--- src/inc/rvs_pkg.sv ---
// Functional notes
// All reset causes use the single reset vector
// Programmed boot fuse starts at boot address
// Fuse 1 unprogrammed to zero, 0 programmed
// Relocate bit moves table to boot section
// Relocated address is default plus boot start
// Table starts 0x001 or boot plus 0x001
// External requests zero, one at 0x001, 0x002
// Pin changes 0x003-0x005, watchdog at 0x006
// Timer2 compare A, B, overflow at 0x007-0x009
// Timer1 capture, compares, overflow at 0x00A-0x00D
// Timer0 compare A, B, overflow at 0x00E-0x010
// Serial transfer complete at 0x011
// Serial port events at 0x012 to 0x014
// Converter, eeprom, comparator, two-wire, store at 0x015-0x019
// Code in vectors only if interrupts unused
// Reset and table may sit apart
// One word per vector, start plus N-2
// Lowest pending vector number wins
// Vector address and identity for one cycle
package rvs_pkg;

  // ==========================================================
  // Address layout
  localparam int          RVS_PC_WIDTH     = 12;
  localparam logic [11:0] RVS_RESET_ADDR   = 12'h000;
  localparam logic [11:0] RVS_TABLE_OFFSET = 12'h001;
  localparam logic [11:0] RVS_BOOT_DEFAULT = 12'hC00;
  localparam int          RVS_NUM_SOURCES  = 25;
  localparam int          RVS_IDX_WIDTH    = 5;
  // Interrupt sources use vector numbers from two upwards
  localparam logic [4:0]  RVS_FIRST_IRQ_NUM = 5'h02;

  // ==========================================================
  // Source bit positions, bit i sits at table start plus i
  localparam int RVS_SRC_EXT_ZERO     = 0;
  localparam int RVS_SRC_EXT_ONE      = 1;
  localparam int RVS_SRC_PIN_CHANGE_0 = 2;
  localparam int RVS_SRC_WATCHDOG     = 5;
  localparam int RVS_SRC_T2_COMPARE_A = 6;
  localparam int RVS_SRC_T1_CAPTURE   = 9;
  localparam int RVS_SRC_T0_COMPARE_A = 13;
  localparam int RVS_SRC_SERIAL_DONE  = 16;
  localparam int RVS_SRC_USART_RX     = 17;
  localparam int RVS_SRC_CONVERTER    = 20;
  localparam int RVS_SRC_STORE_READY  = 24;

  typedef enum logic [1:0] {
    RVS_ST_BOOT,
    RVS_ST_RUN,
    RVS_ST_GAP
  } rvs_state_type;

endpackage

--- src/inc/rvs_pick_if.sv ---
`timescale 1ns/1ps
interface rvs_pick_if #(
  parameter int N  = 25,
  parameter int IW = 5
);
  logic [N-1:0]  pending;
  logic          any;
  logic [IW-1:0] index;

  // Encoder side and consumer side
  modport enc  (input pending, output any, index);
  modport user (output pending, input any, index);
endinterface

--- src/verilog/rvs_priority.sv ---
`timescale 1ns/1ps
module rvs_priority
  import rvs_pkg::*;
#(
  parameter int N  = 25,
  parameter int IW = 5
) (
  rvs_pick_if.enc pick
);

  // ==========================================================
  // Lowest index wins, scanned from the top down
  always_comb begin
    pick.any   = 1'b0;
    pick.index = '0;
    for (int i = N - 1; i >= 0; i--) begin
      if (pick.pending[i]) begin
        pick.any   = 1'b1;
        pick.index = IW'(i);
      end
    end
  end

endmodule // rvs_priority

--- src/verilog/rvs_vector_select.sv ---
`timescale 1ns/1ps
module rvs_vector_select
  import rvs_pkg::*;
#(
  parameter int          NUM_SOURCES = RVS_NUM_SOURCES,
  parameter logic [11:0] BOOT_START  = RVS_BOOT_DEFAULT
) (
  input  wire logic                    clk,
  input  wire logic                    resetn,
  input  wire logic                    boot_reset_fuse,
  input  wire logic                    vector_table_relocate,
  input  wire logic [NUM_SOURCES-1:0]  irq_pending,
  input  wire logic                    core_take,
  output logic                         pc_load,
  output logic [RVS_PC_WIDTH-1:0]      pc_next,
  output logic                         pc_from_reset,
  output logic                         irq_ack,
  output logic [RVS_IDX_WIDTH-1:0]     irq_vector_num,
  output logic                         boot_reset_active
);

  // ==========================================================
  // Fuse synchroniser
  // The fuse level comes from outside the clock domain.
  logic fuse_meta;
  logic fuse_sync;

  always_ff @(posedge clk) begin
    fuse_meta <= boot_reset_fuse;
    fuse_sync <= fuse_meta;
  end

  // ==========================================================
  // Priority pick
  rvs_pick_if #(.N(NUM_SOURCES), .IW(RVS_IDX_WIDTH)) pick ();

  assign pick.pending = irq_pending;

  rvs_priority #(
    .N  (NUM_SOURCES),
    .IW (RVS_IDX_WIDTH)
  ) u_priority (
    .pick (pick.enc)
  );

  // ==========================================================
  // Address decode
  rvs_state_type              state;
  rvs_state_type              next_state;
  logic                       fuse_programmed;
  logic [RVS_PC_WIDTH-1:0]    reset_addr;
  logic [RVS_PC_WIDTH-1:0]    table_start;
  logic [RVS_PC_WIDTH-1:0]    irq_addr;
  logic [RVS_IDX_WIDTH-1:0]   irq_num;
  logic                       take_irq;

  // Fuse value zero means programmed
  assign fuse_programmed = ~fuse_sync;
  // Every reset cause lands on one vector
  assign reset_addr  = fuse_programmed ? BOOT_START : RVS_RESET_ADDR;
  // Table start ignores the fuse; only the relocate bit moves it
  assign table_start = vector_table_relocate ? (BOOT_START + RVS_TABLE_OFFSET) : RVS_TABLE_OFFSET;
  // One word per vector
  assign irq_addr    = table_start + RVS_PC_WIDTH'(pick.index);
  assign irq_num     = RVS_FIRST_IRQ_NUM + pick.index;
  assign take_irq    = (state == RVS_ST_RUN) && core_take && pick.any;

  // ==========================================================
  // Sequencer
  // The gap cycle gives the source one edge to drop its request
  // after the acknowledge, so one event is not taken twice.
  always_comb begin
    next_state = state;
    unique case (state)
      RVS_ST_BOOT: begin
        next_state = RVS_ST_RUN;
      end
      RVS_ST_RUN: begin
        if (take_irq) begin
          next_state = RVS_ST_GAP;
        end
      end
      RVS_ST_GAP: begin
        next_state = RVS_ST_RUN;
      end
      // Unused code falls back to the reset vector load
      default: begin
        next_state = RVS_ST_BOOT;
      end
    endcase
  end

  // State register
  always_ff @(posedge clk) begin
    if (!resetn) begin
      state <= RVS_ST_BOOT;
    end else begin
      state <= next_state;
    end
  end

  // Fuse is caught on the first edge after release
  always_ff @(posedge clk) begin
    if (!resetn) begin
      boot_reset_active <= 1'b0;
    end else if (state == RVS_ST_BOOT) begin
      boot_reset_active <= fuse_programmed;
    end
  end

  // ==========================================================
  // Outputs to the core, pulses last one cycle
  always_ff @(posedge clk) begin
    if (!resetn) begin
      pc_load        <= 1'b0;
      pc_from_reset  <= 1'b0;
      irq_ack        <= 1'b0;
      pc_next        <= RVS_RESET_ADDR;
      irq_vector_num <= '0;
    end else begin
      pc_load       <= (state == RVS_ST_BOOT) || take_irq;
      pc_from_reset <= (state == RVS_ST_BOOT);
      irq_ack       <= take_irq;
      if (state == RVS_ST_BOOT) begin
        pc_next <= reset_addr;
      end else if (take_irq) begin
        pc_next        <= irq_addr;
        irq_vector_num <= irq_num;
      end
    end
  end

  // ==========================================================
  // Checks
  logic [RVS_PC_WIDTH-1:0]  exp_start;
  logic [RVS_IDX_WIDTH-1:0] exp_index;
  logic                     lower_waiting;

  // Table start as it stood at the take edge
  always_ff @(posedge clk) begin
    exp_start <= vector_table_relocate ? (BOOT_START + 12'h001) : 12'h001;
  end

  assign exp_index = RVS_IDX_WIDTH'(irq_vector_num - 5'h02);

  // Any pending source below the one picked
  always_comb begin
    lower_waiting = 1'b0;
    for (int i = 0; i < NUM_SOURCES; i++) begin
      if (irq_pending[i] && (i < int'(pick.index))) begin
        lower_waiting = 1'b1;
      end
    end
  end

  a_reset_vector_addr: assert property (
    @(posedge clk) disable iff (!resetn)
    pc_from_reset |-> (pc_next == ($past(fuse_sync) ? 12'h000 : BOOT_START)))
    else $error("reset vector address wrong");

  a_boot_fuse_flag: assert property (
    @(posedge clk) disable iff (!resetn)
    pc_from_reset |-> (boot_reset_active == (pc_next == BOOT_START)))
    else $error("boot flag disagrees with reset address");

  a_reset_once_first: assert property (
    @(posedge clk)
    (!resetn ##1 resetn) |=> (pc_load && pc_from_reset))
    else $error("no reset load after release");

  a_table_start_sel: assert property (
    @(posedge clk) disable iff (!resetn)
    irq_ack |-> (pc_next == exp_start + RVS_PC_WIDTH'(exp_index)))
    else $error("vector address off table");

  a_ext_zero_vec: assert property (
    @(posedge clk) disable iff (!resetn)
    (irq_ack && irq_vector_num == 5'h02 && !$past(vector_table_relocate)) |-> (pc_next == 12'h001))
    else $error("external request zero misplaced");

  a_store_ready_vec: assert property (
    @(posedge clk) disable iff (!resetn)
    (irq_ack && irq_vector_num == 5'h1A && !$past(vector_table_relocate)) |-> (pc_next == 12'h019))
    else $error("program store ready misplaced");

  a_lowest_wins: assert property (
    @(posedge clk) disable iff (!resetn)
    take_irq |-> !lower_waiting)
    else $error("higher vector chosen over lower");

  a_ack_one_cycle: assert property (
    @(posedge clk) disable iff (!resetn)
    (state == RVS_ST_RUN && core_take && pick.any) |=> (irq_ack && pc_load && !pc_from_reset) ##1 !irq_ack)
    else $error("acknowledge not a single pulse");

  a_ack_identity: assert property (
    @(posedge clk) disable iff (!resetn)
    irq_ack |-> (irq_vector_num == $past(pick.index) + 5'h02))
    else $error("acknowledged identity wrong");

  a_no_take_idle: assert property (
    @(posedge clk) disable iff (!resetn)
    !$past(take_irq) && !pc_from_reset |-> !pc_load)
    else $error("load without cause");

  c_boot_reset: cover property (
    @(posedge clk) pc_from_reset && boot_reset_active);

  c_relocated_irq: cover property (
    @(posedge clk) disable iff (!resetn)
    irq_ack && (pc_next > BOOT_START));

  c_two_pending: cover property (
    @(posedge clk) disable iff (!resetn)
    take_irq && $countones(irq_pending) > 1);

  c_back_to_back: cover property (
    @(posedge clk) disable iff (!resetn)
    irq_ack ##2 irq_ack);

endmodule // rvs_vector_select

--- config.mk ---
export PLATFORM = sky130hd
export DESIGN_NAME = rvs_vector_select
export DESIGN_NICKNAME = d
export VERILOG_FILES = /design/src/inc/rvs_pkg.sv /design/src/inc/rvs_pick_if.sv /design/src/verilog/rvs_priority.sv /design/src/verilog/rvs_vector_select.sv
export SDC_FILE = /design/constraint.sdc
export NUM_CORES = 1
export LEC_CHECK = 0
export BUFFER_PORTS_ARGS = -buffer_cell sky130_fd_sc_hd__buf_4
export CAP_MARGIN = 20
export CORE_ASPECT_RATIO = 1.5
export CORE_MARGIN = 2
export CORE_UTILIZATION = 41
export CTS_CLUSTER_SIZE = 10
export DETAILED_ROUTE_END_ITERATION = 16
export HOLD_SLACK_MARGIN = 0.03
export PLACE_DENSITY = 0.78
export SYNTH_ARGS = -nofsm -noshare
export SYNTH_HDL_FRONTEND = slang
export SYNTH_HIERARCHICAL = 1
export SYNTH_SLANG_ARGS = --single-unit
--- constraint.sdc ---
create_clock -name clk -period 2.6 [get_ports clk]
set_clock_uncertainty 0.2 [all_clocks]
set_input_delay 0.39 -clock clk [delete_from_list [all_inputs] [get_ports clk]]
set_output_delay 0.39 -clock clk [all_outputs]
set_load 0.01 [all_outputs]
==> metrics.md, run 1 <==
| Metric | Value |
|---|---|
| Final setup viols | `0` |
| Leading post-synthesis cells by cell area | `dfxtp_1, a21oi_1, nand2_1` |
| Rel. slew slack | `approximately three fifths` |
| Final WL | `approximately 2.9 mm` |
| Setup CP Type | `in2reg` |
| Clk buf depth | `2` |
| Most used DFF post-synth | `dfxtp_1` |
| Dominant cell type by area after synthesis | `dfxtp_1` |
| Share of cells above drive strength 1 | `about 36%` |
| I/O Buffers | `46` |
| Die area | `3170 um2` |
| Overflow after GRT | `0` |
| Later-pin clock latency in the skew report | `about 260 ps` |
| Post-cts sizing count | `0` |
| # diodes | `0` |
| Worst min-delay path class | `reg2reg` |
| PnR Total Power | `a little over 0.7 mW` |
| Die Span X | `46.6 um` |
| Pleak | `0.679 nW` |
| Post-DP HPWL | `approximately 2.3 mm` |
| Clk pin slew, worst setup/hold paths | `approximately 70 ps` |
| Max Slew Vio Count | `0` |
| CORE AREA | `about 2600 um2` |
| Final WS setup | `about 150 ps` |
| Req. time, crit path | `~2600 ps` |
| Design Area, Final | `about 1600 um2` |
| R2R Setup Slk | `roughly 880 ps` |
| Initial detailed-routing violation count | `36` |
| Peak VDD IR | `roughly 0.49 mV` |
| I/O Pins | `51` |
| CP max stage cell | `a2111oi_2` |
| Worst Path Max Fanout | `4` |
| Post-Route Setup TNS | `0 ps` |
| Vias | `roughly 1200` |
| Avg Synthesized Cell Area | `8.10 um2` |
| Initial Util | `a little over two fifths` |
| Post-synth EDFFs | `0` |
| Chip height | `~68 um` |
| Site Rows | `23` |
| R2R depth | `3` |
| Dpl ws | `-136 ps` |
| Hold Crit Start | `fuse_meta` |
| Reg2reg start | `state[1]` |
| Worst path cell trace | `buf_4 -> nor4_2 -> o311ai_0 -> a2111oi_2 -> ha_1 -> nand2_1 -> or2_2 -> a311oi_2` |
| Max Fclk | `about 0.4 GHz` |
| Sequential area share after synthesis | `between 30% and 40%` |
| H-tree depth | `1` |
| Post-Syn Area | `1120 um2` |
| CP max stage delay | `a little over 400 ps` |
| RSZ-0062 raised after global routing | `no` |
| Max Cap Viol | `0` |
| Type of destination of the critical path | `flip-flop` |
| Synthesis Warnings | `6` |
| CP arrival | `between 2000 and 2500 ps` |
| Final GP Congestion | `between 0.7 and 0.8` |
| WHS Endpoint | `fuse_sync` |
| Power per Cell Area | `roughly 450 nW/um2` |
| Total track usage | `between 10% and 20%` |
| CP bufs+invs | `1` |
| Post-DRT Antenna Nets | `0` |
| Vias/cell | `about 5.3` |
| Final hold slack | `130 ps` |
| Placed instance area | `1520 um2` |
| Tmin final | `between 2000 and 2500 ps` |
| Reg2reg end | `pc_next[5]` |
| DRT Pass-1 Iters | `4` |
| Post-synth top area share | `a little over a third` |
| Register bit total from synthesis | `20` |
| Hold Path Stages | `0` |
| CP startpoint kind | `input port` |
| Clock tree sinks | `20` |
| Fin crit share | `94.2%` |
| Fin nets | `224` |
| Hold Fails Final Rpt | `0` |
| Average wire per standard cell | `roughly 13 um` |
| Slew @ Worst Pin | `slightly below 600 ps` |
| CTS tree | `yes` |
| Ys async rst share | `0%` |
| Initial antenna violation count | `0` |
| Filler cells | `260` |
| Number of remaining DRC errors | `0` |
| Root buffer cell | `clkbuf_8` |
| Mapped Cells | `approximately 140` |
| Vias in the first global route | `1098` |
| First-pass GRT wire length | `~4.4 mm` |
| Num CTS Buffers | `3` |
| Largest net degree at the start of global routing | `17` |
| Area delta synth->final | `41.8%` |
| Delay-heaviest family, CP | `compound AO/OA/AOI/OAI gates` |
| Yosys cell types | `about 40` |
| Status | `complete, no violations` |
cell usage in the layout, fill, tap and decap left out, drive strengths merged, types with 2 or more instances in the layout:
cell	synthesis	routed
a211oi	3	3
a21o	2	2
a21oi	15	15
buf	9	55
clkbuf	1	4
conb	1	4
dfxtp	20	20
ha	2	2
inv	3	3
nand2	14	14
nand2b	2	2
nand3	8	8
nor2	14	14
nor2b	3	3
nor3	5	5
nor4	7	7
o211ai	2	2
o21ai	4	4
o21bai	3	3
or2	2	2
or3	2	2
xor2	2	2
registers in the layout, summed over array words and instances, names as in the netlist:
signal and flops:
fuse_meta 1, fuse_sync 1, state 2, irq_ack 1, pc_next 7, irq_vector_num 5
boot_reset_active 1, pc_from_reset 1, pc_load 1
timing repair:
action	4_1_cts	5_1_grt
buffers inserted	0	0
endpoints found under the hold margin	1	0
endpoints found under the setup margin	0	0
hold buffers	1	0
report_power, final:
part           internal [mW]  leakage, nW  total (mW)  switching [mW]
sequential             0.322        0.164       0.330         0.00802
clock                  0.135       0.0288       0.233          0.0980
combinational         0.0765        0.486       0.152          0.0751
worst max-delay path by stage:
stage | from | endpoint | slack, ps | cells after the start
4_1_cts | irq_pending[13] | pc_next[3] | 140 | 8
3_5_place_dp | irq_pending[13] | pc_next[3] | -140 | 8
5_1_grt | irq_pending[13] | pc_next[4] | 20 | 9
6_report | irq_pending[13] | pc_next[3] | 150 | 8
3_3_place_gp | irq_pending[13] | pc_next[4] | -100 | 9
2_1_floorplan | irq_pending[19] | pc_next[3] | 80 | 8
cell usage after synthesis, types with 3 or more instances:
| cell | n |
|---|---|
| nor3_1 | 5 |
| nand2_1 | 14 |
| o21ai_0 | 3 |
| nor4_1 | 6 |
| nor2_1 | 14 |
| buf_4 | 5 |
| a21oi_1 | 15 |
| inv_1 | 3 |
| o21bai_1 | 3 |
| a211oi_2 | 3 |
| nand3_1 | 8 |
| dfxtp_1 | 20 |
| nor2b_1 | 3 |
worst reg2reg max path: stages, from the launching register on:
cell,delay (ps)
dfxtp_1,340
nand4b_1,470
or3_1,500
a21oi_1,140
kinds of logic after synthesis:
kind of cell | synth area share, %
adders and majority gates | 2.24
AOI/OAI and AO/OA | 22.6
DFF | 35.8
and+or+nand+nor | 29.0
buffers and inverters | 7.61
xor gates and xnor gates | 2.35
other | 0.336
layout make-up:
type                    instances  area (um2)  area share (%)
clock buffers                   4        55.1            3.48
inverters                       3        11.3           0.711
multi-input cells             108         648            40.9
flip-flops and latches         20         400            25.3
well taps                      37        46.3            2.92
repair buffers                 56         423            26.7
stage by stage:
stage,cells,utilization [%]
floorplan,141,-
global placement,223,57.4
detailed placement,223,57.4
CTS,228,59.8
global route,228,59.8
finish,228,59.8
layer usage:
| layer | GRT usage, % | wire (um) |
|---|---|---|
| met2 | 35.1 | 1520 |
| met5 | 0 | 0 |
| met4 | 8.33 | 51 |
| met1 | 19.1 | 1120 |
| met3 | 2.90 | 218 |
Power figures use the tool's default switching activity.
==> run 2: changes to the inputs <==
==> constraint.sdc (replaced) <==
create_clock -name clk -period 2.6 [get_ports clk]
set_clock_uncertainty 0.2 [all_clocks]
set_input_delay 0.13 -clock clk [delete_from_list [all_inputs] [get_ports clk]]
set_output_delay 0.13 -clock clk [all_outputs]
set_load 0.01 [all_outputs]
==> metrics.md, run 2 (same netlist as run 1, synthesis figures left out) <==
| Metric | Value |
|---|---|
| Slew @ Worst Pin | `595 ps (+8.31 ps)` |
| PnR Total Power | `0.712 mW (-0.36%)` |
| Later-pin clock latency in the skew report | `250 ps (about the same)` |
| Num CTS Buffers | `3 (unchanged)` |
| Post-DRT Antenna Nets | `0 (unchanged)` |
| Total track usage | `19.7% (+1.1 points)` |
| DR top layer | `met4` |
| Sequential power share | `46.4% (+0.2 points)` |
| Post-cts sizing count | `0 (unchanged)` |
| Psw | `0.180 mW (-0.73%)` |
| CTS tree | `yes` |
| Chip height | `67.9 um (unchanged)` |
| Post-Route Setup TNS | `0 ps (unchanged)` |
| Combinational Power Share | `21.0% (-0.2 points)` |
| R2R Setup Slk | `890 ps (about the same)` |
| Final WS setup | `378 ps (+226 ps)` |
| Max Slew Vio Count | `0 (unchanged)` |
| Hold Path Stages | `0 (unchanged)` |
| Initial detailed-routing violation count | `19 (-47%)` |
| Reg2reg end | `pc_next[5]` |
| Vias/cell | `5.34 (+0.17%)` |
| I/O Buffers | `46 (unchanged)` |
| Root buffer cell | `clkbuf_8` |
| Hold Crit Start | `fuse_meta` |
| Final core utilization | `59.1% (-0.76 points)` |
| Largest net degree at the start of global routing | `17 (unchanged)` |
| Worst min-delay path class | `reg2reg` |
| Most common cell after layout, fill and taps aside | `buf_4` |
| Final setup viols | `0 (unchanged)` |
| Post-DP HPWL | `2.36 mm (+3.3%)` |
| Final WL | `2.94 mm (+0.96%)` |
| Initial Util | `42.2% (unchanged)` |
| Die Span X | `46.6 um (unchanged)` |
| Die area | `3170 um2 (unchanged)` |
| Clk buf depth | `2 (unchanged)` |
| Top Registers | `pc_next: 7 flops, irq_vector_num: 5 flops, state: 2 flops` |
| Vias | `1201 (-1.2%)` |
| Max Cap Viol | `0 (unchanged)` |
| Int Pwr | `0.532 mW (-0.23%)` |
| Vias in the first global route | `1205 (+9.7%)` |
| Placed instance area | `1470 um2 (-3.3%)` |
| Final std cells w/o fill | `225 (-1.3%)` |
| WHS Endpoint | `fuse_sync` |
| Register with the most flip-flops | `pc_next` |
| Area delta synth->final | `40.0%` |
| Tmin final | `2220 ps (-226 ps)` |
| Share of cells above drive strength 1 | `32.4% (-3.2 points)` |
| R2R depth | `3 (unchanged)` |
| Commonest cells after routing, fill and taps aside | `buf_4, dfxtp_1, a21oi_1` |
| Fin crit share | `85.5% (-8.7 points)` |
| DRT Pass-1 Iters | `4 (unchanged)` |
| Dpl ws | `126 ps (+262 ps)` |
| First-pass GRT wire length | `4.69 mm (+7.6%)` |
| Clk pin slew, worst setup/hold paths | `70 ps (about the same)` |
| Type of destination of the critical path | `flip-flop` |
| Power per Cell Area | `455 nW/um2 (+0.92%)` |
| Clock tree sinks | `20 (unchanged)` |
| Pleak | `0.660 nW (-2.9%)` |
| Req. time, crit path | `2570 ps (about the same)` |
| Average wire per standard cell | `13.1 um (+2.3%)` |
| Number of remaining DRC errors | `0 (unchanged)` |
| Setup CP Type | `in2reg` |
| I/O Pins | `51 (unchanged)` |
| Worst Path Max Fanout | `4 (unchanged)` |
| Inst Count DP | `217 (-2.7%)` |
| Clock Power Share | `32.6% (about the same)` |
| Max Fclk | `0.450 GHz (+10%)` |
| Rel. slew slack | `60.3% (-0.55 points)` |
| # diodes | `0 (unchanged)` |
| Hold Fails Final Rpt | `0 (unchanged)` |
| Final hold slack | `133 ps (+2.93 ps)` |
| H-tree depth | `1 (unchanged)` |
| Peak VDD IR | `0.502 mV (+2.5%)` |
| Reg2reg start | `state[1]` |
| Met2 WL post-DR | `1.60 mm (+4.9%)` |
| CORE AREA | `2650 um2 (unchanged)` |
| Max FFs per register | `7 (unchanged)` |
| Wl on met1 | `1.10 mm (-2.0%)` |
| CP arrival | `2190 ps (-230 ps)` |
| Final GP Congestion | `0.723 (-3.0%)` |
| Initial antenna violation count | `0 (unchanged)` |
| CP startpoint kind | `input port` |
| RSZ-0062 raised after global routing | `no` |
| Fin nets | `221 (-1.3%)` |
| Site Rows | `23 (unchanged)` |
| Status | `complete, no violations` |
| Overflow after GRT | `0 (unchanged)` |
| Design Area, Final | `1560 um2 (-1.3%)` |
| Sw frac | `25.2% (-0.094 points)` |
| Met3 WL | `216 um (-0.92%)` |
-- run 2: changes by cell type in the layout (fill, tap and decap cells not counted) --
cell / change
buf_4: -6
dlygate4sd3_1: +3
a2111oi_1: +1
a2111oi_2: -1
-- run 2: routing by layer --
metal	vias to the layer above	GRT usage, %
met5	-	0
met4	0	6.25
met3	4	2.11
met2	46	39.6
met1	559	19.7
li1	592	-
-- run 2: timing repair --
action	in CTS	in global routing
hold endpoints to repair	5	0
hold buffers	4	0
buffers inserted	0	0
-- run 2: cell type report --
cell class | instances | area (um2)
inverter | 3 | 11.3
timing repair buffer | 53 | 408
multi-input combinational | 108 | 643
sequential | 20 | 400
clock buffer | 4 | 55.1
tap | 37 | 46.3
fill | 271 | 1080
-- run 2: worst max path at each step --
stage | startpoint | end | slack, ps | cells past startpoint
4_1_cts | irq_pending[13] | pc_next[3] | 380 | 10
6_report | irq_pending[13] | pc_next[3] | 380 | 10
3_3_place_gp | irq_pending[13] | pc_next[3] | 190 | 10
2_1_floorplan | irq_pending[13] | pc_next[3] | 150 | 8
5_1_grt | irq_pending[13] | pc_next[3] | 250 | 10
3_5_place_dp | irq_pending[13] | pc_next[3] | 130 | 10
-- run 2: worst max-delay path, stage by stage --
cell and delay, ps:
buf_4 130, nor4_2 300, o21ai_1 110, o311a_1 110
a2111oi_1 380, buf_4 200, ha_1 190, nand2_1 90
or2_2 300, a311oi_2 250
-- run 2: power groups by stage --
stage | Combinational, mW | Clock (mW) | Sequential (mW)
2_1_floorplan | 0.0689 | 0 | 0.342
3_3_place_gp | 0.141 | 0 | 0.337
3_5_place_dp | 0.146 | 0 | 0.338
4_1_cts | 0.151 | 0.235 | 0.331
5_1_grt | 0.165 | 0.249 | 0.332
6_report | 0.150 | 0.232 | 0.331
==> run 3: changes to the inputs <==
CORE_ASPECT_RATIO = 1.75   (was 1.5)
REMOVE_ABC_BUFFERS = 1   (was not set)
==> metrics.md, run 3 (same netlist as run 1, synthesis figures left out) <==
| Metric | Value |
|---|---|
| Status | `complete, no violations` |
| Worst min-delay path class | `reg2reg` |
| Register with the most flip-flops | `pc_next` |
| CP max stage cell | `a2111oi_1` |
| # diodes | `0 (unchanged)` |
| Hold Fails Final Rpt | `0 (unchanged)` |
| Max Cap Viol | `0 (unchanged)` |
| Initial Util | `42.0% (-0.18 points)` |
| Power per Cell Area | `456 nW/um2 (about the same)` |
| H-tree depth | `1 (unchanged)` |
| I/O Buffers | `46 (unchanged)` |
| I/O Pins | `51 (unchanged)` |
| Final core utilization | `58.4% (-0.72 points)` |
| Post-Route Setup TNS | `0 ps (unchanged)` |
| CP dominant cell by count | `buf_4` |
| Final WL | `2.89 mm (-1.7%)` |
| Num CTS Buffers | `3 (unchanged)` |
| Sw frac | `24.7% (-0.55 points)` |
| CP startpoint kind | `input port` |
| Met3 WL | `169 um (-22%)` |
| Share of cells above drive strength 1 | `32.4% (unchanged)` |
| Initial antenna violation count | `0 (unchanged)` |
| Max Fclk | `0.448 GHz (-0.44%)` |
| Int Pwr | `0.532 mW (about the same)` |
| Overflow after GRT | `0 (unchanged)` |
| Rel. slew slack | `52.5% (-7.8 points)` |
| Psw | `0.175 mW (-2.9%)` |
| Commonest cells after routing, fill and taps aside | `buf_4, dfxtp_1, a21oi_1` |
| Inst Count DP | `207 (-4.6%)` |
| Req. time, crit path | `2570 ps (about the same)` |
| Fin nets | `221 (unchanged)` |
| CTS Hold Bufs | `4 (unchanged)` |
| Average wire per standard cell | `13.5 um (+2.9%)` |
| Setup repair bufs after CTS | `0 (unchanged)` |
| Site Rows | `25 (+8.7%)` |
| Total track usage | `19.3% (-0.40 points)` |
| Setup CP Type | `in2reg` |
| CTS tree | `yes` |
| Tmin final | `2230 ps (+9.77 ps)` |
| Vias | `1188 (-1.1%)` |
| Final GP Congestion | `0.832 (+15%)` |
| DRT Pass-1 Iters | `5 (+1)` |
| Area delta synth->final | `38.9%` |
| Clock tree sinks | `20 (unchanged)` |
| RSZ-0062 raised after global routing | `no` |
| Slew @ Worst Pin | `706 ps (+111 ps)` |
| Max Slew Vio Count | `0 (unchanged)` |
| DR top layer | `met4` |
| PnR Total Power | `0.707 mW (-0.76%)` |
| Vias in the first global route | `1214 (+0.75%)` |
| Most common cell after layout, fill and taps aside | `buf_4` |
| Final setup viols | `0 (unchanged)` |
| Number of remaining DRC errors | `0 (unchanged)` |
| Max FFs per register | `7 (unchanged)` |
| CP arrival | `2200 ps (about the same)` |
| Largest net degree at the start of global routing | `17 (unchanged)` |
| Wl on met1 | `1.08 mm (-2.1%)` |
| Vias/cell | `5.53 (+3.5%)` |
| Post-DRT Antenna Nets | `0 (unchanged)` |
| Die area | `3170 um2 (+0.24%)` |
| First-pass GRT wire length | `4.84 mm (+3.2%)` |
| Combinational Power Share | `21.2% (+0.2 points)` |
| Clock Power Share | `32.0% (-0.6 points)` |
| Worst path cell trace | `buf_4 -> nor4_2 -> o21ai_1 -> o311a_1 -> a2111oi_1 -> buf_4 -> ha_1 -> nand2_1 -> or2_2 -> a311oi_2` |
| Chip height | `73.1 um (+7.5%)` |
| Sequential power share | `46.8% (+0.4 points)` |
| Root buffer cell | `clkbuf_8` |
| Fin crit share | `85.8% (+0.38 points)` |
| Later-pin clock latency in the skew report | `250 ps (about the same)` |
| CORE AREA | `2660 um2 (+0.43%)` |
| Post-DP HPWL | `2.30 mm (-2.8%)` |
| Clk pin slew, worst setup/hold paths | `70 ps (about the same)` |
| Die Span X | `43.5 um (-6.8%)` |
| Met2 WL post-DR | `1.59 mm (-0.81%)` |
| Pleak | `0.660 nW (unchanged)` |
| Clk buf depth | `2 (unchanged)` |
| Top Registers | `pc_next: 7 flops, irq_vector_num: 5 flops, state: 2 flops` |
| Final std cells w/o fill | `215 (-4.4%)` |
| Initial detailed-routing violation count | `19 (unchanged)` |
| Peak VDD IR | `0.367 mV (-27%)` |
| Worst Path Max Fanout | `4 (unchanged)` |
| Post-cts sizing count | `0 (unchanged)` |
| CP max stage delay | `380 ps (about the same)` |
| Type of destination of the critical path | `flip-flop` |
run 3: cell counts in the layout (fill, tap and decap cells not counted):
Identical to the previous run, type by type.
run 3: area by class of cell:
class	count	area [um2]
inverters	3	11.3
repair buffers	53	408
clock buffers	4	55.1
multi-input cells	108	643
fillers	249	1110
well taps	27	33.8
flip-flops and latches	20	400
run 3: worst max-delay path, delay by kind of cell:
kind,cells,cell delay [ps]
buffers and inverters,2,330
adder cells (fa/ha/maj),1,180
AO/OA/AOI/OAI,4,860
AND/OR/NAND/NOR,3,710
run 3: worst paths after layout:
kind,slack [ps],cells after the start,startpoint,endpoint
hold / removal,140,0,fuse_meta,fuse_sync
hold reg to reg,140,0,fuse_meta,fuse_sync
setup / recovery,370,10,irq_pending[13],pc_next[3]
setup reg to reg,870,3,state[1],pc_next[5]
run 3: per-layer routing:
metal | vias up | global-route usage (%)
met5 | - | 0
met4 | 0 | 7.41
met3 | 8 | 1.98
met2 | 45 | 37.6
met1 | 541 | 20.0
li1 | 594 | -
run 3: power by group through the flow:
| stage | sequential (mW) | combinational (mW) | clock [mW] |
|---|---|---|---|
| 3_5_place_dp | 0.337 | 0.145 | 0 |
| 3_3_place_gp | 0.337 | 0.141 | 0 |
| 6_report | 0.331 | 0.150 | 0.226 |
| 4_1_cts | 0.331 | 0.150 | 0.232 |
| 2_1_floorplan | 0.343 | 0.0557 | 0 |
| 5_1_grt | 0.333 | 0.166 | 0.247 |
run 3: stage by stage:
step / setup slack (ps) / instance area (um2) / hold slack, ps
global route: 219 / 1550 / 150
global placement: 199 / 1460 / 35.6
detailed placement: 122 / 1460 / 42.3
floorplan: 151 / 1050 / -42.3
finish: 368 / 1550 / 135
CTS: 371 / 1550 / 147
